`src/common/csao_map.svh`:
```
// Constants for the clipped SIMD execute operations.
// Assumes inclusion by bare name from the bench and design files.
`ifndef CSAO_MAP_SVH
`define CSAO_MAP_SVH
// Operation codes
`define CSAO_OP_USUB     8'h45
`define CSAO_OP_DUALASR  8'h46
`define CSAO_OP_QUADADD  8'h47
`define CSAO_OP_SCLIP    8'h52
`define CSAO_OP_UCLIP    8'h53
`define CSAO_OP_FABS     8'h73
// Latencies in core clock cycles
`define CSAO_LAT_DSP     2
`define CSAO_LAT_FP      3
// Issue slot numbers
`define CSAO_SLOT_A      3'h1
`define CSAO_SLOT_DSP_B  3'h3
`define CSAO_SLOT_FP_B   3'h4
`endif

```
`src/common/csao_pkg.sv`:
```
// Types for the clipped SIMD execute operations.
// Assumes csao_map.svh sits on the include path.
`default_nettype none
package csao_pkg;
	// One pipeline stage of a write-back stream
	typedef struct packed {
		logic        vld;
		logic [6:0]  dest;
		logic [31:0] data;
		logic        fz;
	} csao_stage_t;

	// Whole state of the execute block
	typedef struct packed {
		csao_stage_t d1;
		csao_stage_t d2;
		csao_stage_t f1;
		csao_stage_t f2;
		csao_stage_t f3;
		logic        bad;
		logic        fz_sticky;
	} csao_state_t;
endpackage
`default_nettype wire

```
`src/hdl/csao_alu.sv`:
```
// Execute-stage DSP and floating-point clipped operations.
// Assumes issue fields come from logic on core_clk_i; no synchronisers needed.
//
// Notes on behaviour
// - Guard bit 0 low leaves destination unchanged
// - Unsigned subtract clips negative results to zero
// - Unsigned subtract: DSP unit, latency 2, slots 1,3
// - Dual shift right, sign-filled per half
// - Large shift amount fills halves with sign
// - Signed clip halves into minus limit minus one..limit
// - Signed clip: DSP unit, latency 2, slots 1,3
// - Unsigned clip halves into zero..limit
// - Unsigned clip: DSP unit, latency 2, slots 1,3
// - Float absolute value clears negative sign, except on negative zero and NaN
// - Float absolute: float unit, latency 3, slots 1,4
// - Quad byte add clamps into zero..0xff
// - Denormal input gives zero, sets flush flag
`timescale 1ns/10ps
`default_nettype none
`include "csao_map.svh"

module csao_alu
	import csao_pkg::*;
(
	// Clock and reset
	input  wire logic        core_clk_i,
	input  wire logic        rst_n_i,
	// Issue port
	input  wire logic        issue_vld_i,
	input  wire logic [7:0]  opcode_i,
	input  wire logic [2:0]  slot_i,
	input  wire logic        guard_present_i,
	input  wire logic [31:0] guard_i,
	input  wire logic [31:0] first_source_i,
	input  wire logic [31:0] second_source_i,
	input  wire logic [6:0]  dest_i,
	// Status word control
	input  wire logic        flush_clear_i,
	// DSP write-back
	output logic             dsp_wr_o,
	output logic [6:0]       dsp_dest_o,
	output logic [31:0]      dsp_data_o,
	// Float write-back
	output logic             fp_wr_o,
	output logic [6:0]       fp_dest_o,
	output logic [31:0]      fp_data_o,
	// Status and errors
	output logic             input_flush_flag_o,
	output logic             illegal_issue_o
);

	csao_state_t state_reg;
	csao_state_t state_next;

	logic        is_dsp;
	logic        is_fp;
	logic        slot_ok;
	logic        guard_ok;
	logic        dsp_go;
	logic        fp_go;
	logic [31:0] dsp_res;
	logic [31:0] fp_res;
	logic        fp_dnz;

	// Signed 16-bit clamp between lo and hi
	function automatic logic [15:0] clip16(input logic signed [16:0] x,
		input logic signed [16:0] lo, input logic signed [16:0] hi);
		logic signed [16:0] t;
		t = (x < lo) ? lo : x;
		t = (t > hi) ? hi : t;
		return t[15:0];
	endfunction

	// Arithmetic shift of one half, sign-filled
	function automatic logic [15:0] asr16(input logic [15:0] x,
		input logic [3:0] n, input logic big);
		logic signed [15:0] s;
		s = x;
		return big ? {16{x[15]}} : 16'(s >>> n);
	endfunction

	// Unsigned byte plus signed byte, clamped
	function automatic logic [7:0] addb(input logic [7:0] a, input logic [7:0] b);
		logic signed [9:0] t;
		t = $signed({2'h0, a}) + $signed({{2{b[7]}}, b});
		return (t < 0) ? 8'h00 : ((t > 10'sh0ff) ? 8'hff : t[7:0]);
	endfunction

	// Unit and slot decode
	always_comb begin
		is_dsp = (opcode_i == `CSAO_OP_USUB) || (opcode_i == `CSAO_OP_DUALASR) ||
			(opcode_i == `CSAO_OP_QUADADD) || (opcode_i == `CSAO_OP_SCLIP) ||
			(opcode_i == `CSAO_OP_UCLIP);
		is_fp = (opcode_i == `CSAO_OP_FABS);
		slot_ok = (slot_i == `CSAO_SLOT_A) ||
			(is_dsp && slot_i == `CSAO_SLOT_DSP_B) ||
			(is_fp && slot_i == `CSAO_SLOT_FP_B);
		guard_ok = !guard_present_i || guard_i[0];
		dsp_go = issue_vld_i && is_dsp && slot_ok && guard_ok;
		fp_go = issue_vld_i && is_fp && slot_ok && guard_ok;
	end

	// DSP result; limit range is the issuer's duty
	always_comb begin
		logic [32:0] diff;
		logic        big;
		logic signed [16:0] lim;
		diff = {1'b0, first_source_i} - {1'b0, second_source_i};
		big = |second_source_i[31:4];
		lim = $signed({1'b0, second_source_i[15:0]});
		dsp_res = 32'h0;
		case (opcode_i)
			`CSAO_OP_USUB:    dsp_res = diff[32] ? 32'h0 : diff[31:0];
			`CSAO_OP_DUALASR: dsp_res = {asr16(first_source_i[31:16], second_source_i[3:0], big),
				asr16(first_source_i[15:0], second_source_i[3:0], big)};
			`CSAO_OP_SCLIP:   dsp_res = {
				clip16($signed({first_source_i[31], first_source_i[31:16]}), -lim - 17'sh1, lim),
				clip16($signed({first_source_i[15], first_source_i[15:0]}), -lim - 17'sh1, lim)
				};
			`CSAO_OP_UCLIP:   dsp_res = {
				clip16($signed({first_source_i[31], first_source_i[31:16]}), 17'sh0, lim),
				clip16($signed({first_source_i[15], first_source_i[15:0]}), 17'sh0, lim)
				};
			`CSAO_OP_QUADADD: dsp_res = {addb(first_source_i[31:24], second_source_i[31:24]),
				addb(first_source_i[23:16], second_source_i[23:16]),
				addb(first_source_i[15:8], second_source_i[15:8]),
				addb(first_source_i[7:0], second_source_i[7:0])};
			default:          dsp_res = 32'h0;
		endcase
	end

	// Float absolute value with denormal flush
	always_comb begin
		logic nan;
		nan = (first_source_i[30:23] == 8'hff) && (first_source_i[22:0] != 23'h0);
		fp_dnz = (first_source_i[30:23] == 8'h00) && (first_source_i[22:0] != 23'h0);
		if (fp_dnz) begin
			fp_res = 32'h0;
		end else if (nan) begin
			fp_res = first_source_i | 32'h0040_0000; // Signalling becomes quiet
		end else if (first_source_i[31] && first_source_i[30:0] != 31'h0) begin
			fp_res = {1'b0, first_source_i[30:0]};
		end else begin
			fp_res = first_source_i;
		end
	end

	// Next state: fixed-depth pipes, independent ops overlap
	always_comb begin
		state_next = state_reg;
		state_next.d1 = '{vld: dsp_go, dest: dest_i, data: dsp_res, fz: 1'b0};
		state_next.d2 = state_reg.d1;
		state_next.f1 = '{vld: fp_go, dest: dest_i, data: fp_res, fz: fp_go && fp_dnz};
		state_next.f2 = state_reg.f1;
		state_next.f3 = state_reg.f2;
		state_next.bad = issue_vld_i && !((is_dsp || is_fp) && slot_ok);
		// Flag set wins over a clear in the same cycle
		if (flush_clear_i) begin
			state_next.fz_sticky = 1'b0;
		end
		if (state_reg.f2.fz) begin
			state_next.fz_sticky = 1'b1;
		end
	end

	// State register
	always_ff @(posedge core_clk_i or negedge rst_n_i) begin
		if (!rst_n_i) begin
			state_reg <= '0;
		end else begin
			state_reg <= state_next;
		end
	end

	// Outputs straight from flip-flops
	assign dsp_wr_o           = state_reg.d2.vld;
	assign dsp_dest_o         = state_reg.d2.dest;
	assign dsp_data_o         = state_reg.d2.data;
	assign fp_wr_o            = state_reg.f3.vld;
	assign fp_dest_o          = state_reg.f3.dest;
	assign fp_data_o          = state_reg.f3.data;
	assign input_flush_flag_o = state_reg.fz_sticky;
	assign illegal_issue_o    = state_reg.bad;

	// Checks
	property p_guard_block;
		@(posedge core_clk_i) disable iff (!rst_n_i)
		(issue_vld_i && guard_present_i && !guard_i[0]) |-> ##2 !dsp_wr_o ##1 !fp_wr_o;
	endproperty
	a_guard_block: assert property (p_guard_block) else $error("guarded op wrote");

	property p_usub;
		logic [31:0] a, b;
		@(posedge core_clk_i) disable iff (!rst_n_i)
		(dsp_go && opcode_i == `CSAO_OP_USUB, a = first_source_i, b = second_source_i)
		|-> ##2 dsp_wr_o && dsp_data_o == ((a < b) ? 32'h0 : a - b);
	endproperty
	a_usub: assert property (p_usub) else $error("usub result wrong");

	property p_dsp_lat;
		@(posedge core_clk_i) disable iff (!rst_n_i)
		dsp_go |-> ##2 dsp_wr_o && dsp_dest_o == $past(dest_i, 2);
	endproperty
	a_dsp_lat: assert property (p_dsp_lat) else $error("dsp latency wrong");

	// No DSP write-back two cycles after a cycle without an accepted DSP issue
	property p_dsp_quiet;
		@(posedge core_clk_i) disable iff (!rst_n_i)
		!dsp_go |-> ##2 !dsp_wr_o;
	endproperty
	a_dsp_quiet: assert property (p_dsp_quiet) else $error("dsp wrote without issue");

	property p_slot;
		@(posedge core_clk_i) disable iff (!rst_n_i)
		(issue_vld_i && is_dsp && slot_i != `CSAO_SLOT_A && slot_i != `CSAO_SLOT_DSP_B)
		|-> ##1 illegal_issue_o ##1 !dsp_wr_o;
	endproperty
	a_slot: assert property (p_slot) else $error("bad slot accepted");

	property p_asr_big;
		logic [31:0] a;
		@(posedge core_clk_i) disable iff (!rst_n_i)
		(dsp_go && opcode_i == `CSAO_OP_DUALASR && |second_source_i[31:4], a = first_source_i)
		|-> ##2 dsp_data_o == {{16{a[31]}}, {16{a[15]}}};
	endproperty
	a_asr_big: assert property (p_asr_big) else $error("asr fill wrong");

	property p_uclip;
		@(posedge core_clk_i) disable iff (!rst_n_i)
		(dsp_go && opcode_i == `CSAO_OP_UCLIP && first_source_i[15]) |-> ##2 dsp_data_o[15:0] == 16'h0;
	endproperty
	a_uclip: assert property (p_uclip) else $error("uclip low half not zero");

	property p_sclip;
		logic [15:0] l;
		@(posedge core_clk_i) disable iff (!rst_n_i)
		(dsp_go && opcode_i == `CSAO_OP_SCLIP && first_source_i[31:16] == 16'h8000,
			l = second_source_i[15:0]) |-> ##2 dsp_data_o[31:16] == 16'(~l);
	endproperty
	a_sclip: assert property (p_sclip) else $error("sclip lower bound wrong");

	property p_fabs;
		@(posedge core_clk_i) disable iff (!rst_n_i)
		fp_go |-> ##3 fp_wr_o && (!fp_data_o[31] || fp_data_o == 32'h8000_0000 ||
			(fp_data_o[30:23] == 8'hff && fp_data_o[22:0] != 23'h0));
	endproperty
	a_fabs: assert property (p_fabs) else $error("fabs latency or sign wrong");

	property p_flush;
		@(posedge core_clk_i) disable iff (!rst_n_i)
		(fp_go && fp_dnz) |-> ##3 fp_data_o == 32'h0 && input_flush_flag_o;
	endproperty
	a_flush: assert property (p_flush) else $error("flush flag missing");

	// A flush event sets the flag with the write, even against a clear
	property p_flush_set;
		@(posedge core_clk_i) disable iff (!rst_n_i)
		state_reg.f2.fz |=> input_flush_flag_o && fp_wr_o;
	endproperty
	a_flush_set: assert property (p_flush_set) else $error("flush flag lost");

	c_usub_clip: cover property (@(posedge core_clk_i) disable iff (!rst_n_i)
		dsp_go && opcode_i == `CSAO_OP_USUB && first_source_i < second_source_i);
	c_overlap: cover property (@(posedge core_clk_i) disable iff (!rst_n_i)
		dsp_wr_o && fp_wr_o);
	c_flush_clr: cover property (@(posedge core_clk_i) disable iff (!rst_n_i)
		state_reg.f2.fz && flush_clear_i);

endmodule

`default_nettype wire

```
`config.mk`:
```
export PLATFORM = sky130hd
export DESIGN_NAME = csao_alu
export DESIGN_NICKNAME = d
export VERILOG_FILES = /design/src/common/csao_pkg.sv /design/src/hdl/csao_alu.sv
export VERILOG_INCLUDE_DIRS = /design/src /design/src/common
export SDC_FILE = /design/constraint.sdc
export NUM_CORES = 1
export LEC_CHECK = 0
export ABC_AREA = 1
export BUFFER_PORTS_ARGS = -buffer_cell sky130_fd_sc_hd__buf_2
export CAP_MARGIN = 20
export CORE_UTILIZATION = 45
export CTS_BUF_LIST = sky130_fd_sc_hd__clkbuf_4 sky130_fd_sc_hd__clkbuf_8 sky130_fd_sc_hd__clkbuf_16
export CTS_CLUSTER_DIAMETER = 120
export CTS_CLUSTER_SIZE = 28
export DETAILED_ROUTE_END_ITERATION = 8
export PLACE_DENSITY = 0.67
export SLEW_MARGIN = 20
export SYNTH_ARGS = -nofsm -noshare
export SYNTH_HDL_FRONTEND = slang
export SYNTH_SLANG_ARGS = --single-unit
```
`constraint.sdc`:
```
create_clock -name core_clk_i -period 0.8 [get_ports core_clk_i]
set_clock_uncertainty 0.15 [all_clocks]
set_input_delay 0.12 -clock core_clk_i [delete_from_list [all_inputs] [get_ports core_clk_i]]
set_output_delay 0.12 -clock core_clk_i [all_outputs]
set_load 0.005 [all_outputs]
```
==> reports/metrics.yaml <==
outcome:
  status: "complete, but fails checks"
  violations: "negative hold slack, negative setup slack"
final_layout:
  instances_no_fill: 3399
  register_area_um2: 4750
  diodes: 0
  nets: 3212
  layout-drive-gt1-share_pct: 34.2
  final_cell_area_um2: 22900
  multi_input_area_um2: 10400
  area_growth_pct: 48.9
  n_fill_cell: 2868
sta:
  maxSlewViolCount: 0
  worst_slack_ns: -2.79
  setup_tns_ns: -136.62
  max_freq_mhz: 278
  tightest_slew_ns: 0.701
  max-slew-margin-rel_pct: 53.2
  setup_viol: 144
  fin_crit_ns: 3.59
  hold_slack_ns: -0.603
  fin_crit_sh_pct: 449
  rsz0062_at_grt: "yes"
  hold_violations: 201
placed_design:
  dp_cells: 3320
  place_congestion: 1.05
  postPlaceCellArea_um2: 20600
  place_hpwl_mm: 52.3
  dpl_worst_slack_ns: -3.52
  numPortBuffers: 169
synth:
  synth_fp_nets: 2574
  synth-simple-area-share_pct: 36.2
  ys_ff_latch: 190
  yosysSeqAreaShare_pct: 30.9
  synth_xor_area_share_pct: 1.19
  synth_edf_count: 0
  async_flop_share_pct: 100
  synth-compound-area-share_pct: 9.47
  postSynthCellCount: 2301
  ys.flop_type: "dfrtp_1"
  yosysUniqueCellTypes: 48
  synthAdderAreaFrac_pct: 12.7
  ys_warn_count: 0
  syn_area_um2: 15400
  synth_top_family_by_area: "simple AND/OR/NAND/NOR gates"
  syn_area_per_cell_um2: 6.70
  synth.area.mux_share_pct: 0.0650
run:
  cap_viol_max_count: 0
floorplan:
  core_area_um2: 33600
  start_util_pct: 45.8
  die_h_um: 187
  pin_count: 201
  die_w_um: 187
  rows: 67
  die_area_um2: 35000
power:
  pwr-share-comb_pct: 40.7
  power_density_nw_per_um2: 1350
  p_clk_share_pct: 26.9
  cellInternalPower_mw: 19.6
  p_sw_mw: 11.3
  swShare_pct: 36.4
  power_frac_seq_pct: 32.4
  vdd.ir_drop.worst_uv: 1600
  power_leakage_nw: 12.4
  finalPower_mw: 30.9
grt:
  track_usage_pct: 37.9
  grt_pass1_vias: 17500
  antenna_found_initial: 3
  overflow: 0
  grt_max_degree: 69
  grt_pass1_wl_mm: 100
route:
  ant_nets: 0
  drc: 0
  drt_wl_total_mm: 67.2
  first_iter_violations: 1859
  drtPass1Iterations: 7
  vias_per_cell: 5.42
  vias: 18400
  avgRoutedWirePerCell_um: 19.8
critical_path:
  cp-start-kind: "input port"
  endpoint_kind: "flip-flop"
  criticalPathCategory: "input port to flip-flop"
  crit_fanout: 8
  arrival_ns: 3.75
  required_ns: 0.96
worst_hold_path:
  hold_path.class: "input port to async pin"
cts:
  clock_path_buffers: 2
  tritoncts: "done"
  numCtsBuffers: 17
  cts_num_sinks: 190
  clock_latency_ns: 0.45
  htreeDepth: 4
  cts_hold_buffers: 12
  cts_root_buffer: "clkbuf_16"
  clk_pin_slew_ns: 0.07
## critical path, cell delays in order
cell and delay [ns]:
buf_6 0.10, buf_12 0.12, ha_4 0.27, nand2_4 0.06
buf_6 0.11, nor4_4 0.34, a31oi_1 0.16, ha_1 0.38
clkinv_4 0.16, buf_16 0.18, nand2_2 0.05, o21ai_2 0.06
ha_1 0.30, nand2_2 0.08, nor2_4 0.16, nand3b_1 0.11
nor2_2 0.13, nor2_2 0.05, nand2_2 0.12, buf_6 0.17
nand2_8 0.12, nor2_2 0.09, nor2_1 0.04, nor2_1 0.13
nand2_1 0.12
## logic make-up (layout without fill, tap and decap cells)
logic type | after synthesis | in the layout
AO/OA/AOI/OAI | 267 | 267
XOR/XNOR | 21 | 21
adder cells (fa/ha/maj) | 154 | 154
buffers and inverters | 355 | 1002
flip-flops | 190 | 190
multiplexers | 1 | 1
AND/OR/NAND/NOR | 1313 | 1316
## final cells by class
cell class              instances  share of cell area (%)
clock inverters                13                   0.551
inverters                     261                    4.48
flip-flops and latches        190                    20.7
multi-input cells            1759                    45.5
repair buffers                710                    24.4
well taps                     448                    2.44
clock buffers                  18                    1.91
## per-layer routing
layer / global-route usage [%] / vias up / share of wire (%)
li1: - / 8694 / -
met1: 53.5 / 8621 / 43
met2: 57.8 / 942 / 43
met3: 5.67 / 152 / 9.3
met4: 16.1 / 0 / 4.6
met5: 0 / - / 0
## state kept, by name, summed over array words and instances, names as in the netlist
register and flops:
dsp_data_o 32, state_next 115, fp_dest_o 7, dsp_wr_o 1
illegal_issue_o 1, fp_data_o 32, input_flush_flag_o 1, fp_wr_o 1
## power groups by stage
| stage | logic, mW | clock network [mW] | registers, mW |
|---|---|---|---|
| 3_5_place_dp | 10.5 | 0 | 10.2 |
| 4_1_cts | 11.4 | 8.48 | 10.0 |
| 6_report | 12.6 | 8.33 | 10.0 |
| 5_1_grt | 13.5 | 8.86 | 10.0 |
| 2_1_floorplan | 5.25 | 0 | 10.2 |
| 3_3_place_gp | 10.4 | 0 | 10.2 |
## cells in the mapped netlist, types with 5 or more instances
library cell | count | area (um^2)
inv_1 | 253 | 950
clkbuf_1 | 36 | 135
inv_2 | 7 | 26.3
dfrtp_1 | 190 | 4750
nor2_1 | 201 | 754
o21ai_1 | 8 | 40.0
o21bai_1 | 5 | 37.5
ha_1 | 149 | 1860
nand2_1 | 747 | 2800
nor4_1 | 7 | 43.8
buf_4 | 14 | 105
buf_1 | 5 | 18.8
nand4_1 | 44 | 275
nand2_2 | 9 | 56.3
nand3_1 | 245 | 1230
xor2_1 | 20 | 175
o21ai_0 | 119 | 596
buf_2 | 35 | 175
o211ai_1 | 19 | 143
a21oi_1 | 97 | 485
fa_1 | 5 | 100
nand3b_1 | 7 | 52.6
nor3_1 | 17 | 85.1
or2_2 | 12 | 75.1
## layout by cell type, fill, tap and decap left out, types with 5 or more instances in the layout
cell type / n
nand2_1: 690
buf_4: 480
inv_1: 228
nand3_1: 222
dfrtp_1: 190
buf_2: 156
nor2_1: 152
ha_1: 125
a21oi_1: 92
o21ai_0: 82
nand2_2: 50
nand4_1: 44
nor2_2: 37
buf_12: 29
o21ai_2: 24
nand3_2: 24
ha_4: 24
inv_2: 23
xor2_1: 20
buf_6: 20
o211ai_1: 19
clkbuf_16: 19
o21ai_1: 18
nor2_4: 15
nand2_4: 14
or2_2: 12
dlygate4sd3_1: 12
a21oi_2: 9
nor3_1: 9
nand3b_1: 7
nor3_2: 6
inv_6: 6
inv_4: 5
nor3_4: 5
o21bai_1: 5
nand2_8: 5
fa_1: 5
buf_16: 5
buf_8: 5
## worst paths after layout
path                                    startpoint                  to  slack (ns)  depth (start not counted)
worst max-delay path            second_source_i[4]     state_next[142]       -2.79                         25
worst min-delay path                       rst_n_i        fp_data_o[2]       -0.60                          1
worst max register to register       state_next[2]  input_flush_flag_o        0.02                          1
worst min register to register      state_next[12]        fp_data_o[9]        0.19                          0
max in group asynchronous                  rst_n_i      state_next[12]        0.58                          2
min in group core_clk_i            guard_present_i     state_next[165]       -0.21                          4
## through the flow
stage	util, %	hold WS (ns)
floorplan	-	-0.326
detailed placement	61.3	-0.129
CTS	65.6	-0.614
global route	68.2	-0.616
finish	68.2	-0.603
global placement	61.3	-0.132
## repair_timing
action,CTS,global route
hold endpoints to repair,215,201
setup endpoints to repair,142,142
gates resized for setup,124,185
buffers inserted,13,12
cloned,7,4
pin swaps,46,50
(Power assumes the default switching activity.)
